`src/usbsc_pkg.sv`:
```
// Shared constants of the USB PHY suspend control block: offsets, field positions, resets.
// Assumes a byte-addressed register port with 32-bit aligned words.
package usbsc_pkg;

  localparam int unsigned ADDR_W = 8;
  localparam int unsigned DATA_W = 32;

  // Register byte offsets.
  localparam logic [ADDR_W-1:0] OFS_PWR_SIG = 8'h3C;
  localparam logic [ADDR_W-1:0] OFS_PHY_CTRL = 8'h40;
  localparam logic [ADDR_W-1:0] OFS_IRQ_STATUS = 8'h44;
  localparam logic [ADDR_W-1:0] OFS_IRQ_CLEAR = 8'h48;
  localparam logic [ADDR_W-1:0] OFS_IRQ_ENABLE = 8'h4C;

  // Power signalling fields.
  localparam int unsigned PWR_VALID_BIT = 8;
  localparam int unsigned PWR_DATA_LSB = 0;
  localparam int unsigned PWR_DATA_W = 8;

  // PHY control fields.
  localparam int unsigned CTL_PD_DIS_BIT = 18;
  localparam int unsigned CTL_RST_CAUSE_BIT = 13;
  localparam int unsigned CTL_RES_CAUSE_BIT = 12;
  localparam int unsigned CTL_DEB_LSB = 8;
  localparam int unsigned CTL_DEB_W = 4;
  localparam int unsigned CTL_HW_RES_BIT = 7;
  localparam int unsigned CTL_CFG_LSB = 4;
  localparam int unsigned CTL_CFG_W = 3;

  // Interrupt status layout.
  localparam int unsigned IRQ_W = 3;
  localparam int unsigned IRQ_RST_BIT = 0;
  localparam int unsigned IRQ_RES_BIT = 1;
  localparam int unsigned IRQ_LS_BIT = 2;

  // Values after reset.
  localparam logic [DATA_W-1:0] RST_WORD = 32'h0000_0000;
  localparam logic [IRQ_W-1:0] RST_IRQ = 3'h0;

  // Line state codes and synchroniser depth.
  localparam logic [1:0] LS_SE0 = 2'h0;
  localparam logic [1:0] LS_K = 2'h2;
  localparam int unsigned SYNC_STAGES = 3;
  localparam int unsigned DEB_CNT_W = 16;

  typedef enum logic [1:0] {USBSC_RUN, USBSC_SUSP} usbsc_state_t;

endpackage : usbsc_pkg

```
`src/usbsc_debounce.sv`:
```
// Line state debounce filter with a programmable power-of-two hold time.
// Assumes its input is already synchronised to clk_i.
module usbsc_debounce
  import usbsc_pkg::*;
#(
  parameter int unsigned WIDTH = 2
) (
  // Clock and reset.
  input wire logic clk_i,
  input wire logic arst_n_i,
  // Control.
  input wire logic [CTL_DEB_W-1:0] log2_i,
  // Data.
  input wire logic [WIDTH-1:0] raw_i,
  output logic [WIDTH-1:0] filt_o
);

  logic [WIDTH-1:0] prev_q;
  logic [DEB_CNT_W-1:0] cnt_q;
  logic [DEB_CNT_W-1:0] limit;

  assign limit = DEB_CNT_W'((DEB_CNT_W'(1) << log2_i) - DEB_CNT_W'(1));

  // Any wobble on the input restarts the count, so only a settled level passes.
  always_ff @(posedge clk_i or negedge arst_n_i) begin
    if (!arst_n_i) begin
      prev_q <= '0;
      cnt_q <= '0;
      filt_o <= '0;
    end else begin
      prev_q <= raw_i;
      if (raw_i != prev_q || raw_i == filt_o) begin
        cnt_q <= '0;
      end else if (cnt_q == limit) begin
        filt_o <= raw_i;
        cnt_q <= '0;
      end else begin
        cnt_q <= cnt_q + DEB_CNT_W'(1);
      end
    end
  end
endmodule : usbsc_debounce

```
`src/usbsc_top.sv`:
```
// USB PHY suspend control register bank with line state filter and resume handler.
// Assumes a single-cycle register port and a PHY line state arriving asynchronously.
// What this block does
// - Writing one to the pulldown-disable bit turns off the pulldowns of the two ports.
// - An automatic resume caused by SE0 sets the reset-cause bit, cleared only by writing zero.
// - An automatic resume caused by K sets the resume-cause bit, cleared only by writing zero.
// - A line state change propagates only after two to the programmed power clock cycles.
// - With the resume-select bit set the suspend controller resumes on its own, otherwise never.
// - The three PHY configuration pins follow the three-bit control field bit for bit.
//
// The implementer's own choice: strobed register access.
module usbsc_top
  import usbsc_pkg::*;
(
  // Clock and reset.
  input wire logic clk_i,
  input wire logic arst_n_i,
  // Register port.
  input wire logic [ADDR_W-1:0] addr_i,
  input wire logic [DATA_W-1:0] wdata_i,
  input wire logic wr_i,
  input wire logic rd_i,
  output logic [DATA_W-1:0] rdata_o,
  // PHY side.
  input wire logic [1:0] linestate_i,
  input wire logic suspend_i,
  output logic [1:0] linestate_filt_o,
  output logic pulldown_dis_o,
  output logic [CTL_CFG_W-1:0] phy_config_inputs_o,
  output logic resume_o,
  output logic pwr_valid_o,
  output logic [PWR_DATA_W-1:0] pwr_data_o,
  // Interrupt.
  output logic irq_o
);

  logic [1:0] ls_sync_q [SYNC_STAGES];
  logic [1:0] ls_stable_q;
  logic [1:0] ls_filt;
  logic rst_cause_q;
  logic res_cause_q;
  logic [CTL_DEB_W-1:0] deb_log2_q;
  logic hw_res_q;
  logic [IRQ_W-1:0] irq_stat_q;
  logic [IRQ_W-1:0] irq_en_q;
  logic [IRQ_W-1:0] irq_set;
  usbsc_state_t state_q;
  logic wr_ctrl;
  logic wr_pwr;
  logic set_rst;
  logic set_res;
  logic [DATA_W-1:0] ctrl_word;
  logic [DATA_W-1:0] rd_word;

  assign wr_ctrl = wr_i && (addr_i == OFS_PHY_CTRL);
  assign wr_pwr = wr_i && (addr_i == OFS_PWR_SIG);

  // The line state crosses from the PHY, so it passes three synchroniser flops and a stability flop before use.
  always_ff @(posedge clk_i or negedge arst_n_i) begin
    if (!arst_n_i) begin
      for (int i = 0; i < SYNC_STAGES; i++) begin
        ls_sync_q[i] <= '0;
      end
      ls_stable_q <= '0;
    end else begin
      ls_sync_q[0] <= linestate_i;
      for (int i = 1; i < SYNC_STAGES; i++) begin
        ls_sync_q[i] <= ls_sync_q[i-1];
      end
      if (ls_sync_q[1] == ls_sync_q[2]) begin
        ls_stable_q <= ls_sync_q[2];
      end
    end
  end

  usbsc_debounce #(
    .WIDTH(2)
  ) u_debounce (
    .clk_i(clk_i),
    .arst_n_i(arst_n_i),
    .log2_i(deb_log2_q),
    .raw_i(ls_stable_q),
    .filt_o(ls_filt)
  );

  // The filtered state is what software polls when hardware resume is off.
  always_ff @(posedge clk_i or negedge arst_n_i) begin
    if (!arst_n_i) begin
      linestate_filt_o <= '0;
    end else begin
      linestate_filt_o <= ls_filt;
    end
  end

  // Power signalling word.
  always_ff @(posedge clk_i or negedge arst_n_i) begin
    if (!arst_n_i) begin
      pwr_valid_o <= RST_WORD[PWR_VALID_BIT];
      pwr_data_o <= RST_WORD[PWR_DATA_LSB +: PWR_DATA_W];
    end else if (wr_pwr) begin
      pwr_valid_o <= wdata_i[PWR_VALID_BIT];
      pwr_data_o <= wdata_i[PWR_DATA_LSB +: PWR_DATA_W];
    end
  end

  // Plain control fields of the PHY control word.
  always_ff @(posedge clk_i or negedge arst_n_i) begin
    if (!arst_n_i) begin
      pulldown_dis_o <= RST_WORD[CTL_PD_DIS_BIT];
      deb_log2_q <= RST_WORD[CTL_DEB_LSB +: CTL_DEB_W];
      hw_res_q <= RST_WORD[CTL_HW_RES_BIT];
      phy_config_inputs_o <= RST_WORD[CTL_CFG_LSB +: CTL_CFG_W];
    end else if (wr_ctrl) begin
      pulldown_dis_o <= wdata_i[CTL_PD_DIS_BIT];
      deb_log2_q <= wdata_i[CTL_DEB_LSB +: CTL_DEB_W];
      hw_res_q <= wdata_i[CTL_HW_RES_BIT];
      phy_config_inputs_o <= wdata_i[CTL_CFG_LSB +: CTL_CFG_W];
    end
  end

  // Suspend controller; it only acts while hardware resume is selected.
  assign set_rst = (state_q == USBSC_SUSP) && hw_res_q && (ls_filt == LS_SE0);
  assign set_res = (state_q == USBSC_SUSP) && hw_res_q && (ls_filt == LS_K);

  always_ff @(posedge clk_i or negedge arst_n_i) begin
    if (!arst_n_i) begin
      state_q <= USBSC_RUN;
      resume_o <= 1'b0;
    end else begin
      resume_o <= 1'b0;
      unique case (state_q)
        USBSC_RUN: begin
          if (suspend_i && hw_res_q) begin
            state_q <= USBSC_SUSP;
          end
        end
        USBSC_SUSP: begin
          if (!hw_res_q) begin
            state_q <= USBSC_RUN;
          end else if (set_rst || set_res) begin
            state_q <= USBSC_RUN;
            resume_o <= 1'b1;
          end
        end
        // A flipped state bit must not strand the controller, so it falls back to run.
        default: begin
          state_q <= USBSC_RUN;
        end
      endcase
    end
  end

  // Cause bits: software may only clear them, and a new cause beats a clear.
  always_ff @(posedge clk_i or negedge arst_n_i) begin
    if (!arst_n_i) begin
      rst_cause_q <= RST_WORD[CTL_RST_CAUSE_BIT];
      res_cause_q <= RST_WORD[CTL_RES_CAUSE_BIT];
    end else begin
      if (set_rst) begin
        rst_cause_q <= 1'b1;
      end else if (wr_ctrl && !wdata_i[CTL_RST_CAUSE_BIT]) begin
        rst_cause_q <= 1'b0;
      end
      if (set_res) begin
        res_cause_q <= 1'b1;
      end else if (wr_ctrl && !wdata_i[CTL_RES_CAUSE_BIT]) begin
        res_cause_q <= 1'b0;
      end
    end
  end

  // Interrupt status, enable and level output.
  assign irq_set = {ls_filt != linestate_filt_o, set_res, set_rst};

  always_ff @(posedge clk_i or negedge arst_n_i) begin
    if (!arst_n_i) begin
      irq_stat_q <= RST_IRQ;
    end else if (wr_i && addr_i == OFS_IRQ_CLEAR) begin
      irq_stat_q <= (irq_stat_q & ~wdata_i[IRQ_W-1:0]) | irq_set;
    end else begin
      irq_stat_q <= irq_stat_q | irq_set;
    end
  end

  always_ff @(posedge clk_i or negedge arst_n_i) begin
    if (!arst_n_i) begin
      irq_en_q <= RST_IRQ;
    end else if (wr_i && addr_i == OFS_IRQ_ENABLE) begin
      irq_en_q <= wdata_i[IRQ_W-1:0];
    end
  end

  always_ff @(posedge clk_i or negedge arst_n_i) begin
    if (!arst_n_i) begin
      irq_o <= 1'b0;
    end else begin
      irq_o <= |(irq_stat_q & irq_en_q);
    end
  end

  // Read side; reserved bits and unmapped offsets read zero.
  always_comb begin
    ctrl_word = RST_WORD;
    ctrl_word[CTL_PD_DIS_BIT] = pulldown_dis_o;
    ctrl_word[CTL_RST_CAUSE_BIT] = rst_cause_q;
    ctrl_word[CTL_RES_CAUSE_BIT] = res_cause_q;
    ctrl_word[CTL_DEB_LSB +: CTL_DEB_W] = deb_log2_q;
    ctrl_word[CTL_HW_RES_BIT] = hw_res_q;
    ctrl_word[CTL_CFG_LSB +: CTL_CFG_W] = phy_config_inputs_o;
  end

  always_comb begin
    rd_word = RST_WORD;
    unique case (addr_i)
      OFS_PWR_SIG: begin
        rd_word[PWR_VALID_BIT] = pwr_valid_o;
        rd_word[PWR_DATA_LSB +: PWR_DATA_W] = pwr_data_o;
      end
      OFS_PHY_CTRL: rd_word = ctrl_word;
      OFS_IRQ_STATUS: rd_word[IRQ_W-1:0] = irq_stat_q;
      OFS_IRQ_ENABLE: rd_word[IRQ_W-1:0] = irq_en_q;
      default: rd_word = RST_WORD;
    endcase
  end

  // Read data stand for exactly one cycle so stale words never linger on the port.
  always_ff @(posedge clk_i or negedge arst_n_i) begin
    if (!arst_n_i) begin
      rdata_o <= RST_WORD;
    end else if (rd_i) begin
      rdata_o <= rd_word;
    end else begin
      rdata_o <= RST_WORD;
    end
  end
endmodule : usbsc_top

```
`config.mk`:
```
export PLATFORM = sky130hd
export DESIGN_NAME = usbsc_top
export DESIGN_NICKNAME = d
export VERILOG_FILES = /design/src/usbsc_pkg.sv /design/src/usbsc_debounce.sv /design/src/usbsc_top.sv
export SDC_FILE = /design/constraint.sdc
export NUM_CORES = 1
export LEC_CHECK = 0
export BUFFER_PORTS_ARGS = -buffer_cell sky130_fd_sc_hd__buf_4
export CAP_MARGIN = 20
export CORE_MARGIN = 2
export CORE_UTILIZATION = 53
export DETAILED_ROUTE_END_ITERATION = 12
export PLACE_DENSITY = 0.8
export SLEW_MARGIN = 20
export SYNTH_ARGS = -nofsm -noshare
export SYNTH_HDL_FRONTEND = slang
export SYNTH_SLANG_ARGS = --single-unit
```
`constraint.sdc`:
```
create_clock -name clk_i -period 4.1 [get_ports clk_i]
set_input_delay 0.82 -clock clk_i [delete_from_list [all_inputs] [get_ports clk_i]]
set_output_delay 0.82 -clock clk_i [all_outputs]
set_load 0.02 [all_outputs]
```
==> results of run 1 <==
layout make-up:
cell class                 instances  area (sq um)
sequential                        74          1850
multi-input combinational        244          1620
clock inverter                     6          63.8
clock buffer                      10           138
fill                             538          2420
tap                               80           100
timing repair buffer              65           488
inverter                           9          33.8
Yosys cell counts (8+ instances only):
master,count,share of area [%]
buf_2,9,1.2
mux2_2,22,6.8
xor2_1,10,2.4
inv_1,9,0.92
buf_4,19,3.9
nand2_1,29,3.0
dfrtp_1,74,51
o21ai_0,13,1.8
xnor2_1,20,4.8
a21oi_1,10,1.4
nand3_1,8,1.1
nor2_1,27,2.8
and3_1,13,2.2
state kept, by name (all words and copies together) (netlist names), 2 cells and up:
register	cells
linestate_filt_o	2
phy_config_inputs_o	3
ls_sync_q	6
ls_stable_q	2
u_debounce.prev_q	2
deb_log2_q	4
u_debounce.filt_o	2
u_debounce.cnt_q	16
irq_stat_q	3
pwr_data_o	8
rdata_o	15
irq_en_q	3
per-layer routing:
layer  GRT usage [%]  part of all wire, %
met5               0                    0
met4            8.10                  1.8
met3            5.78                  5.8
met2            30.8                   48
met1            28.8                   45
worst max path at each step:
stage | start | end | slack [ns]
global route | deb_log2_q[1]$_DFFE_PN0P_ | u_debounce.filt_o[0]$_DFFE_PN0P_ | 0.52
detailed placement | deb_log2_q[1]$_DFFE_PN0P_ | u_debounce.filt_o[0]$_DFFE_PN0P_ | 0.74
finish | deb_log2_q[1]$_DFFE_PN0P_ | u_debounce.filt_o[1]$_DFFE_PN0P_ | 0.68
floorplan | deb_log2_q[1]$_DFFE_PN0P_ | u_debounce.filt_o[0]$_DFFE_PN0P_ | 1.08
CTS | deb_log2_q[1]$_DFFE_PN0P_ | u_debounce.filt_o[1]$_DFFE_PN0P_ | 0.69
global placement | deb_log2_q[3]$_DFFE_PN0P_ | u_debounce.filt_o[0]$_DFFE_PN0P_ | 0.77
power breakdown:
part,switching (mW),total (mW),internal [mW]
clock,0.272,0.569,0.297
sequential,0.0507,0.825,0.775
combinational,0.184,0.331,0.147
total,0.507,1.73,1.22
kinds of logic after synthesis:
family	Yosys count	share of synthesized area, %
adder cells (fa/ha/maj)	2	0.684
AO/OA/AOI/OAI	49	8.99
XOR/XNOR	30	7.18
other	1	0.103
multiplexers	30	9.03
AND/OR/NAND/NOR	116	16.7
buffers and inverters	43	6.67
flip-flops	74	50.6
stage by stage:
stage	hold WS, ns	setup WS, ns
floorplan	0.331	1.08
global placement	0.332	0.770
detailed placement	0.337	0.737
CTS	0.355	0.692
global route	0.363	0.523
finish	0.353	0.676
cell usage in the layout, fill, tap and decap left out, types with 8 or more instances in the layout:
| cell | count |
|---|---|
| a21oi_1 | 10 |
| and3_1 | 13 |
| buf_4 | 65 |
| clkbuf_8 | 10 |
| conb_1 | 17 |
| dfrtp_1 | 74 |
| inv_1 | 9 |
| mux2_2 | 22 |
| nand2_1 | 29 |
| nand3_1 | 8 |
| nor2_1 | 27 |
| o21ai_0 | 13 |
| xnor2_1 | 20 |
| xor2_1 | 10 |
==> key figures, run 1 <==
Outcome
  – Outcome: finished, final reports clean

Clocking
  – TritonCTS clock tree: yes
  – H-tree depth: 3
  – CTS root buffer: clkbuf_8
  – CTS sink cnt: 74
  – Clock-pin slew on the worst setup and hold paths: approximately 0.08 ns
  – CTS buffer count: 9
  – Post-CTS setup buffer count: 0
  – Clk Latency, worst-skew pair: about 0.34 ns
  – Resize count post-CTS: 0
  – Hold_buf cts: 0
  – Clock Path Buffers: 2

Drt
  – Drt wl/cell: between 15 and 20 um
  – Iteration-0 DRC Markers: around 140
  – Vias: ~2,700
  – 1st-pass router iterations: 4
  – Final antenna-violating net count: 0
  – DR DRC count: 0
  – Vias/cell: roughly 5.5
  – Final WL: roughly 7.4 mm

Final layout
  – Final cell count without fillers: just under 500
  – Layout cell share with drive strength beyond 1: a little over a quarter
  – Fin area: around 0.0043 sq mm
  – Final net count: roughly 450
  – Area Overhead vs Synth: 17.5%
  – Finished Core Util: a little under two thirds
  – N_diodes: 0

Critical path
  – Worst endpoint required time: 4.32 ns
  – Worst path cell trace: nor3_1 -> nand2b_1 -> ha_1 -> or3_1 -> a21oi_1 -> mux2_2 -> nor3_1 -> nand4_1 -> nor4b_4 -> mux2_1
  – Critical R2R Launch: deb_log2_q[1]$_DFFE_PN0P_
  – Family with the most delay on the worst path: simple AND/OR/NAND/NOR gates
  – CP arrival: ~3.6 ns
  – Worst R2R Path Depth: 10
  – CP endpoint kind: flip-flop
  – Max incr delay on CP: roughly 0.44 ns
  – Crit path buf inv count: 0
  – Most used cell, CP: nor3_1
  – Max stage delay cell, worst path: ha_1
  – Max FO, Critical Path: 18
  – WP depth: 10
  – RR Endpoint: u_debounce.filt_o[1]$_DFFE_PN0P_
  – Kind of critical path: reg2reg
  – Startpoint types: flip-flop
  – Worst R2R Setup Slack: between 0.6 and 0.7 ns

Synth
  – Post-synthesis sequential area ratio: between 50% and 60%
  – Async SR Flop Fraction: 100%
  – Synth unique cells: 49
  – Post-synth EDFFs: 0
  – Yosys Warn Count: 0
  – Cells after Synth: ~350
  – Avg Inst Size Synth: around 11 sq um
  – Yosys reg bits: 74
  – Syn Std Cell Area: 0.00366 sq mm
  – Main flop type after synthesis: dfrtp_1

Timing
  – Slew at the pin closest to its max-slew limit: around 0.9 ns
  – Fmax: approximately 300 MHz
  – # setup viols final: 0
  – Setup TNS: 0 ns
  – Max Slew Vio Count: 0
  – Fin crit period: between 3 and 4 ns
  – Slew HR: between 30% and 40%
  – Crit share post-route: 83.5%
  – Final hold violation count: 0
  – Clock Skews: roughly 0.011 ns
  – RSZ-0062 raised after global routing: no

Power
  – Peak VDD IR: 0.267 mV
  – Lkg Pwr: about 2.1 nW
  – Pwr Density: approximately 400 mW/mm^2
  – Total power: roughly 1.7 mW

Floorplan
  – I/O pin count: between 90 and 100
  – Die height: slightly below 90 um
  – Width of the die: ~87 um
  – Row cnt: 30
  – Die area: approximately 0.0076 sq mm
  – CORE AREA: about 0.0067 sq mm
  – Initial Util: between 50% and 60%

Placement
  – Final Wtd Congestion: about 0.84
  – Detailed placement HPWL: around 5.2 mm
  – Placed Instances: 472
  – PortBufs: 61
  – Cell Area, Placed: just over 0.004 sq mm

Global route
  – Vias in the first global route: 2,587
  – Initial antenna violation count: 0
  – First-pass GRT wire length: roughly 12 mm
  – Overflow after GRT: 0
  – Largest net degree at the start of global routing: 75
  – Global-route total usage across every layer: around a fifth

Min path
  – Hold Path Stages: 0
  – WHS Endpoint: ls_sync_q[2]$_DFF_PN0_
  – Worst Hold Class: reg2reg
  – Hold Path Origin: ls_sync_q[4]$_DFF_PN0_

Job
  – Max cap viols: 0
Power figures use the tool's default switching activity.
==> run 2, diff against run 1 <==
Settings changed: ABC_AREA set to 1, CORE_UTILIZATION 53 to 54, PLACE_DENSITY 0.8 to 0.81.
Clock period 4.1 ns to 3.4 ns, I/O delays scaled along.
==> run 2 against run 1 <==
Utilization grew 1.6 points. Register-to-register slack lost 0.11 ns. Critical endpoint is now u_debounce.cnt_q[3]$_DFF_PN0_. Die area increased by 4.4%. Largest cell class unchanged. Synthesized area increased by 6.6%.
==> key figures, run 2 <==
Timing
  – Fin crit period: roughly 2.8 ns
  – RSZ-0062 raised after global routing: no
  – # setup viols final: 0
  – Slew HR: about two fifths
  – Fmax: 352 MHz
  – Setup TNS: 0 ns
  – Final hold violation count: 0
  – Slew at the pin closest to its max-slew limit: 0.907 ns
  – Max Slew Vio Count: 0
  – Crit share post-route: approximately 83%
  – Clock Skews: roughly 0.011 ns
  – Min Hold Slack: between 0.3 and 0.4 ns

Global route
  – Global-route total usage across every layer: 22.4%
  – First-pass GRT wire length: 13.6 mm
  – Initial antenna violation count: 0
  – Vias in the first global route: roughly 3,100
  – Largest net degree at the start of global routing: 75
  – Overflow after GRT: 0

Synth
  – Main flop type after synthesis: dfrtp_1
  – Largest family of logic cells by synthesized area: simple AND/OR/NAND/NOR gates
  – Most common cell in the netlist: nand2_1
  – Compound-cell area share of the yosys netlist: under 10%
  – Top cell type's share of synthesized area: 47.5%
  – Synth top area cells: dfrtp_1 (47%), nand2_1 (12%), nand3_1 (5.8%), inv_1 (4.9%), o21ai_0 (3.8%)
  – Async SR Flop Fraction: between 90% and 100%
  – Yosys top cell by area: dfrtp_1
  – Synth unique cells: 34
  – Adder-Cell Fraction of Synth Area: less than 1%
  – Cells after Synth: 480
  – Post-synth EDFFs: 0
  – Avg Inst Size Synth: ~8.1 sq um
  – Post-synthesis sequential area ratio: between 40% and 50%
  – Synth Area in XOR/XNOR: 3.82%
  – Mux share of post-synthesis cell area: 0%
  – Yosys Warn Count: 0
  – Post-Synth Simple-Gate Area: a little under a third
  – Yosys reg bits: 74
  – Syn Std Cell Area: 0.00390 sq mm
  – Synth cell count leaders: nand2_1 (126), dfrtp_1 (74), inv_1 (51), nand3_1 (45), nor2_1 (36)

Final layout
  – Commonest non-fill, non-tap cell in the layout: nand2_1
  – Register with the most flip-flops: u_debounce.cnt_q
  – Most frequent cells in the layout: nand2_1 (126), dfrtp_1 (74), buf_4 (63)
  – Layout cell share with drive strength beyond 1: between 20% and 30%
  – Finished Core Util: between 60% and 70%
  – Max reg flops: 16
  – Fill cells: 593
  – Final cell count without fillers: about 640
  – Biggest regs: u_debounce.cnt_q x16, rdata_o x15, pwr_data_o x8
  – Area Overhead vs Synth: 16.1%
  – Final net count: 592
  – N_diodes: 0

Critical path
  – Kind of critical path: reg2reg
  – Worst R2R Setup Slack: 0.56 ns
  – Startpoint types: flip-flop
  – Most used cell, CP: nand2_1
  – Max incr delay on CP: about 0.82 ns
  – Max stage delay cell, worst path: dfrtp_1
  – Crit path buf inv count: 1
  – CP arrival: 3.05 ns
  – Max FO, Critical Path: 16
  – CP endpoint kind: flip-flop
  – Family with the most delay on the worst path: flip-flops
  – Worst path cell trace: nor2_8 -> nand3_1 -> ha_1 -> inv_2 -> a21oi_4 -> nand2_1 -> nand3_2 -> nand2_1 -> nor2_2 -> nand2_2 -> o21ai_4 -> nor2_1
  – Worst endpoint required time: 3.61 ns

Power
  – Peak VDD IR: 0.204 mV
  – Pwr Density: 394 mW/mm^2
  – Lkg Pwr: 2.29 nW

Outcome
  – Outcome: finished, final reports clean

Placement
  – Final Wtd Congestion: 0.864
  – Placed Instances: 628
  – Detailed placement HPWL: between 6 and 7 mm
  – PortBufs: between 60 and 70

Floorplan
  – Width of the die: approximately 89 um
  – I/O pin count: 96
  – Row cnt: 30
  – Die area: roughly 0.0079 sq mm
  – Die height: 89.0 um
  – Initial Util: a little under three fifths
  – CORE AREA: about 0.0069 sq mm

Clocking
  – Clock-pin slew on the worst setup and hold paths: approximately 0.08 ns
  – CTS buffer count: 9
  – H-tree depth: 3
  – Resize count post-CTS: 0
  – CTS root buffer: clkbuf_8
  – CTS sink cnt: between 70 and 80
  – Hold_buf cts: 0
  – Clk Latency, worst-skew pair: between 0.3 and 0.4 ns
  – Post-CTS setup buffer count: 0
  – Clock Path Buffers: 2
  – TritonCTS clock tree: yes

Drt
  – Vias/cell: 5.05
  – Final antenna-violating net count: 0
  – DR DRC count: 0
  – 1st-pass router iterations: 4
  – Final WL: 8.16 mm
  – Iteration-0 DRC Markers: 181
  – Vias: around 3,300
  – Drt wl/cell: around 13 um

Job
  – Max cap viols: 0

Min path
  – Worst Hold Class: reg2reg
run 2: cell type report:
type                       count  area, sq um  area share (%)
inverter                      61          241            5.33
tap                           96          120            2.65
clock inverter                 6         42.5           0.939
multi-input combinational    334         1670            36.9
clock buffer                  10          128            2.82
sequential                    74         1850            40.9
timing repair buffer          63          473            10.4
run 2: kinds of logic (layout without fill, tap and decap cells):
logic type,count (synthesis),after routing
AO/OA/AOI/OAI,43,43
adder cells (fa/ha/maj),2,2
flip-flops,74,74
other,1,17
AND/OR/NAND/NOR,255,255
XOR/XNOR,17,17
buffers and inverters,88,140
run 2: through the flow:
| stage | instance area (sq um) | total power [mW] | worst slack [ns] |
|---|---|---|---|
| floorplan | 3960 | 1.14 | 1.18 |
| finish | 4530 | 1.79 | 0.562 |
| CTS | 4530 | 1.81 | 0.549 |
| global route | 4530 | 1.88 | 0.306 |
| global placement | 4360 | 1.20 | 0.625 |
| detailed placement | 4360 | 1.21 | 0.570 |
run 2: report_power, final:
part	total, mW	switching (mW)	internal, mW
clock	0.594	0.328	0.266
sequential	0.952	0.0370	0.915
combinational	0.239	0.155	0.0841
run 2: final timing paths:
kind                                                  to  cells after the start                 startpoint
min                               ls_sync_q[3]$_DFF_PN0_                      0     ls_sync_q[5]$_DFF_PN0_
max reg2reg                u_debounce.cnt_q[3]$_DFF_PN0_                     12  deb_log2_q[2]$_DFFE_PN0P_
min in group asynchronous           rdata_o[6]$_DFF_PN0_                      1                   arst_n_i
min reg2reg                       ls_sync_q[3]$_DFF_PN0_                      0     ls_sync_q[5]$_DFF_PN0_
max in group asynchronous         ls_sync_q[2]$_DFF_PN0_                      1                   arst_n_i
max                        u_debounce.cnt_q[3]$_DFF_PN0_                     12  deb_log2_q[2]$_DFFE_PN0P_
run 2: layer usage:
| layer | GRT usage (%) | wire, um | vias to the layer above | part of all wire [%] |
|---|---|---|---|---|
| li1 | - | - | 1607 | - |
| met1 | 29.0 | 3500 | 1507 | 43 |
| met2 | 36.6 | 3850 | 121 | 47 |
| met3 | 4.52 | 631 | 18 | 7.7 |
| met4 | 10.0 | 176 | 0 | 2.2 |
| met5 | 0 | 0 | - | 0 |
run 2: worst register-to-register path: cells and delay by family (launching register included):
kind | cells | cell delay (ns)
simple gates | 8 | 0.78
fa+ha+maj | 1 | 0.31
compound gates | 2 | 0.69
buf+inv | 1 | 0.10
flops | 1 | 0.82
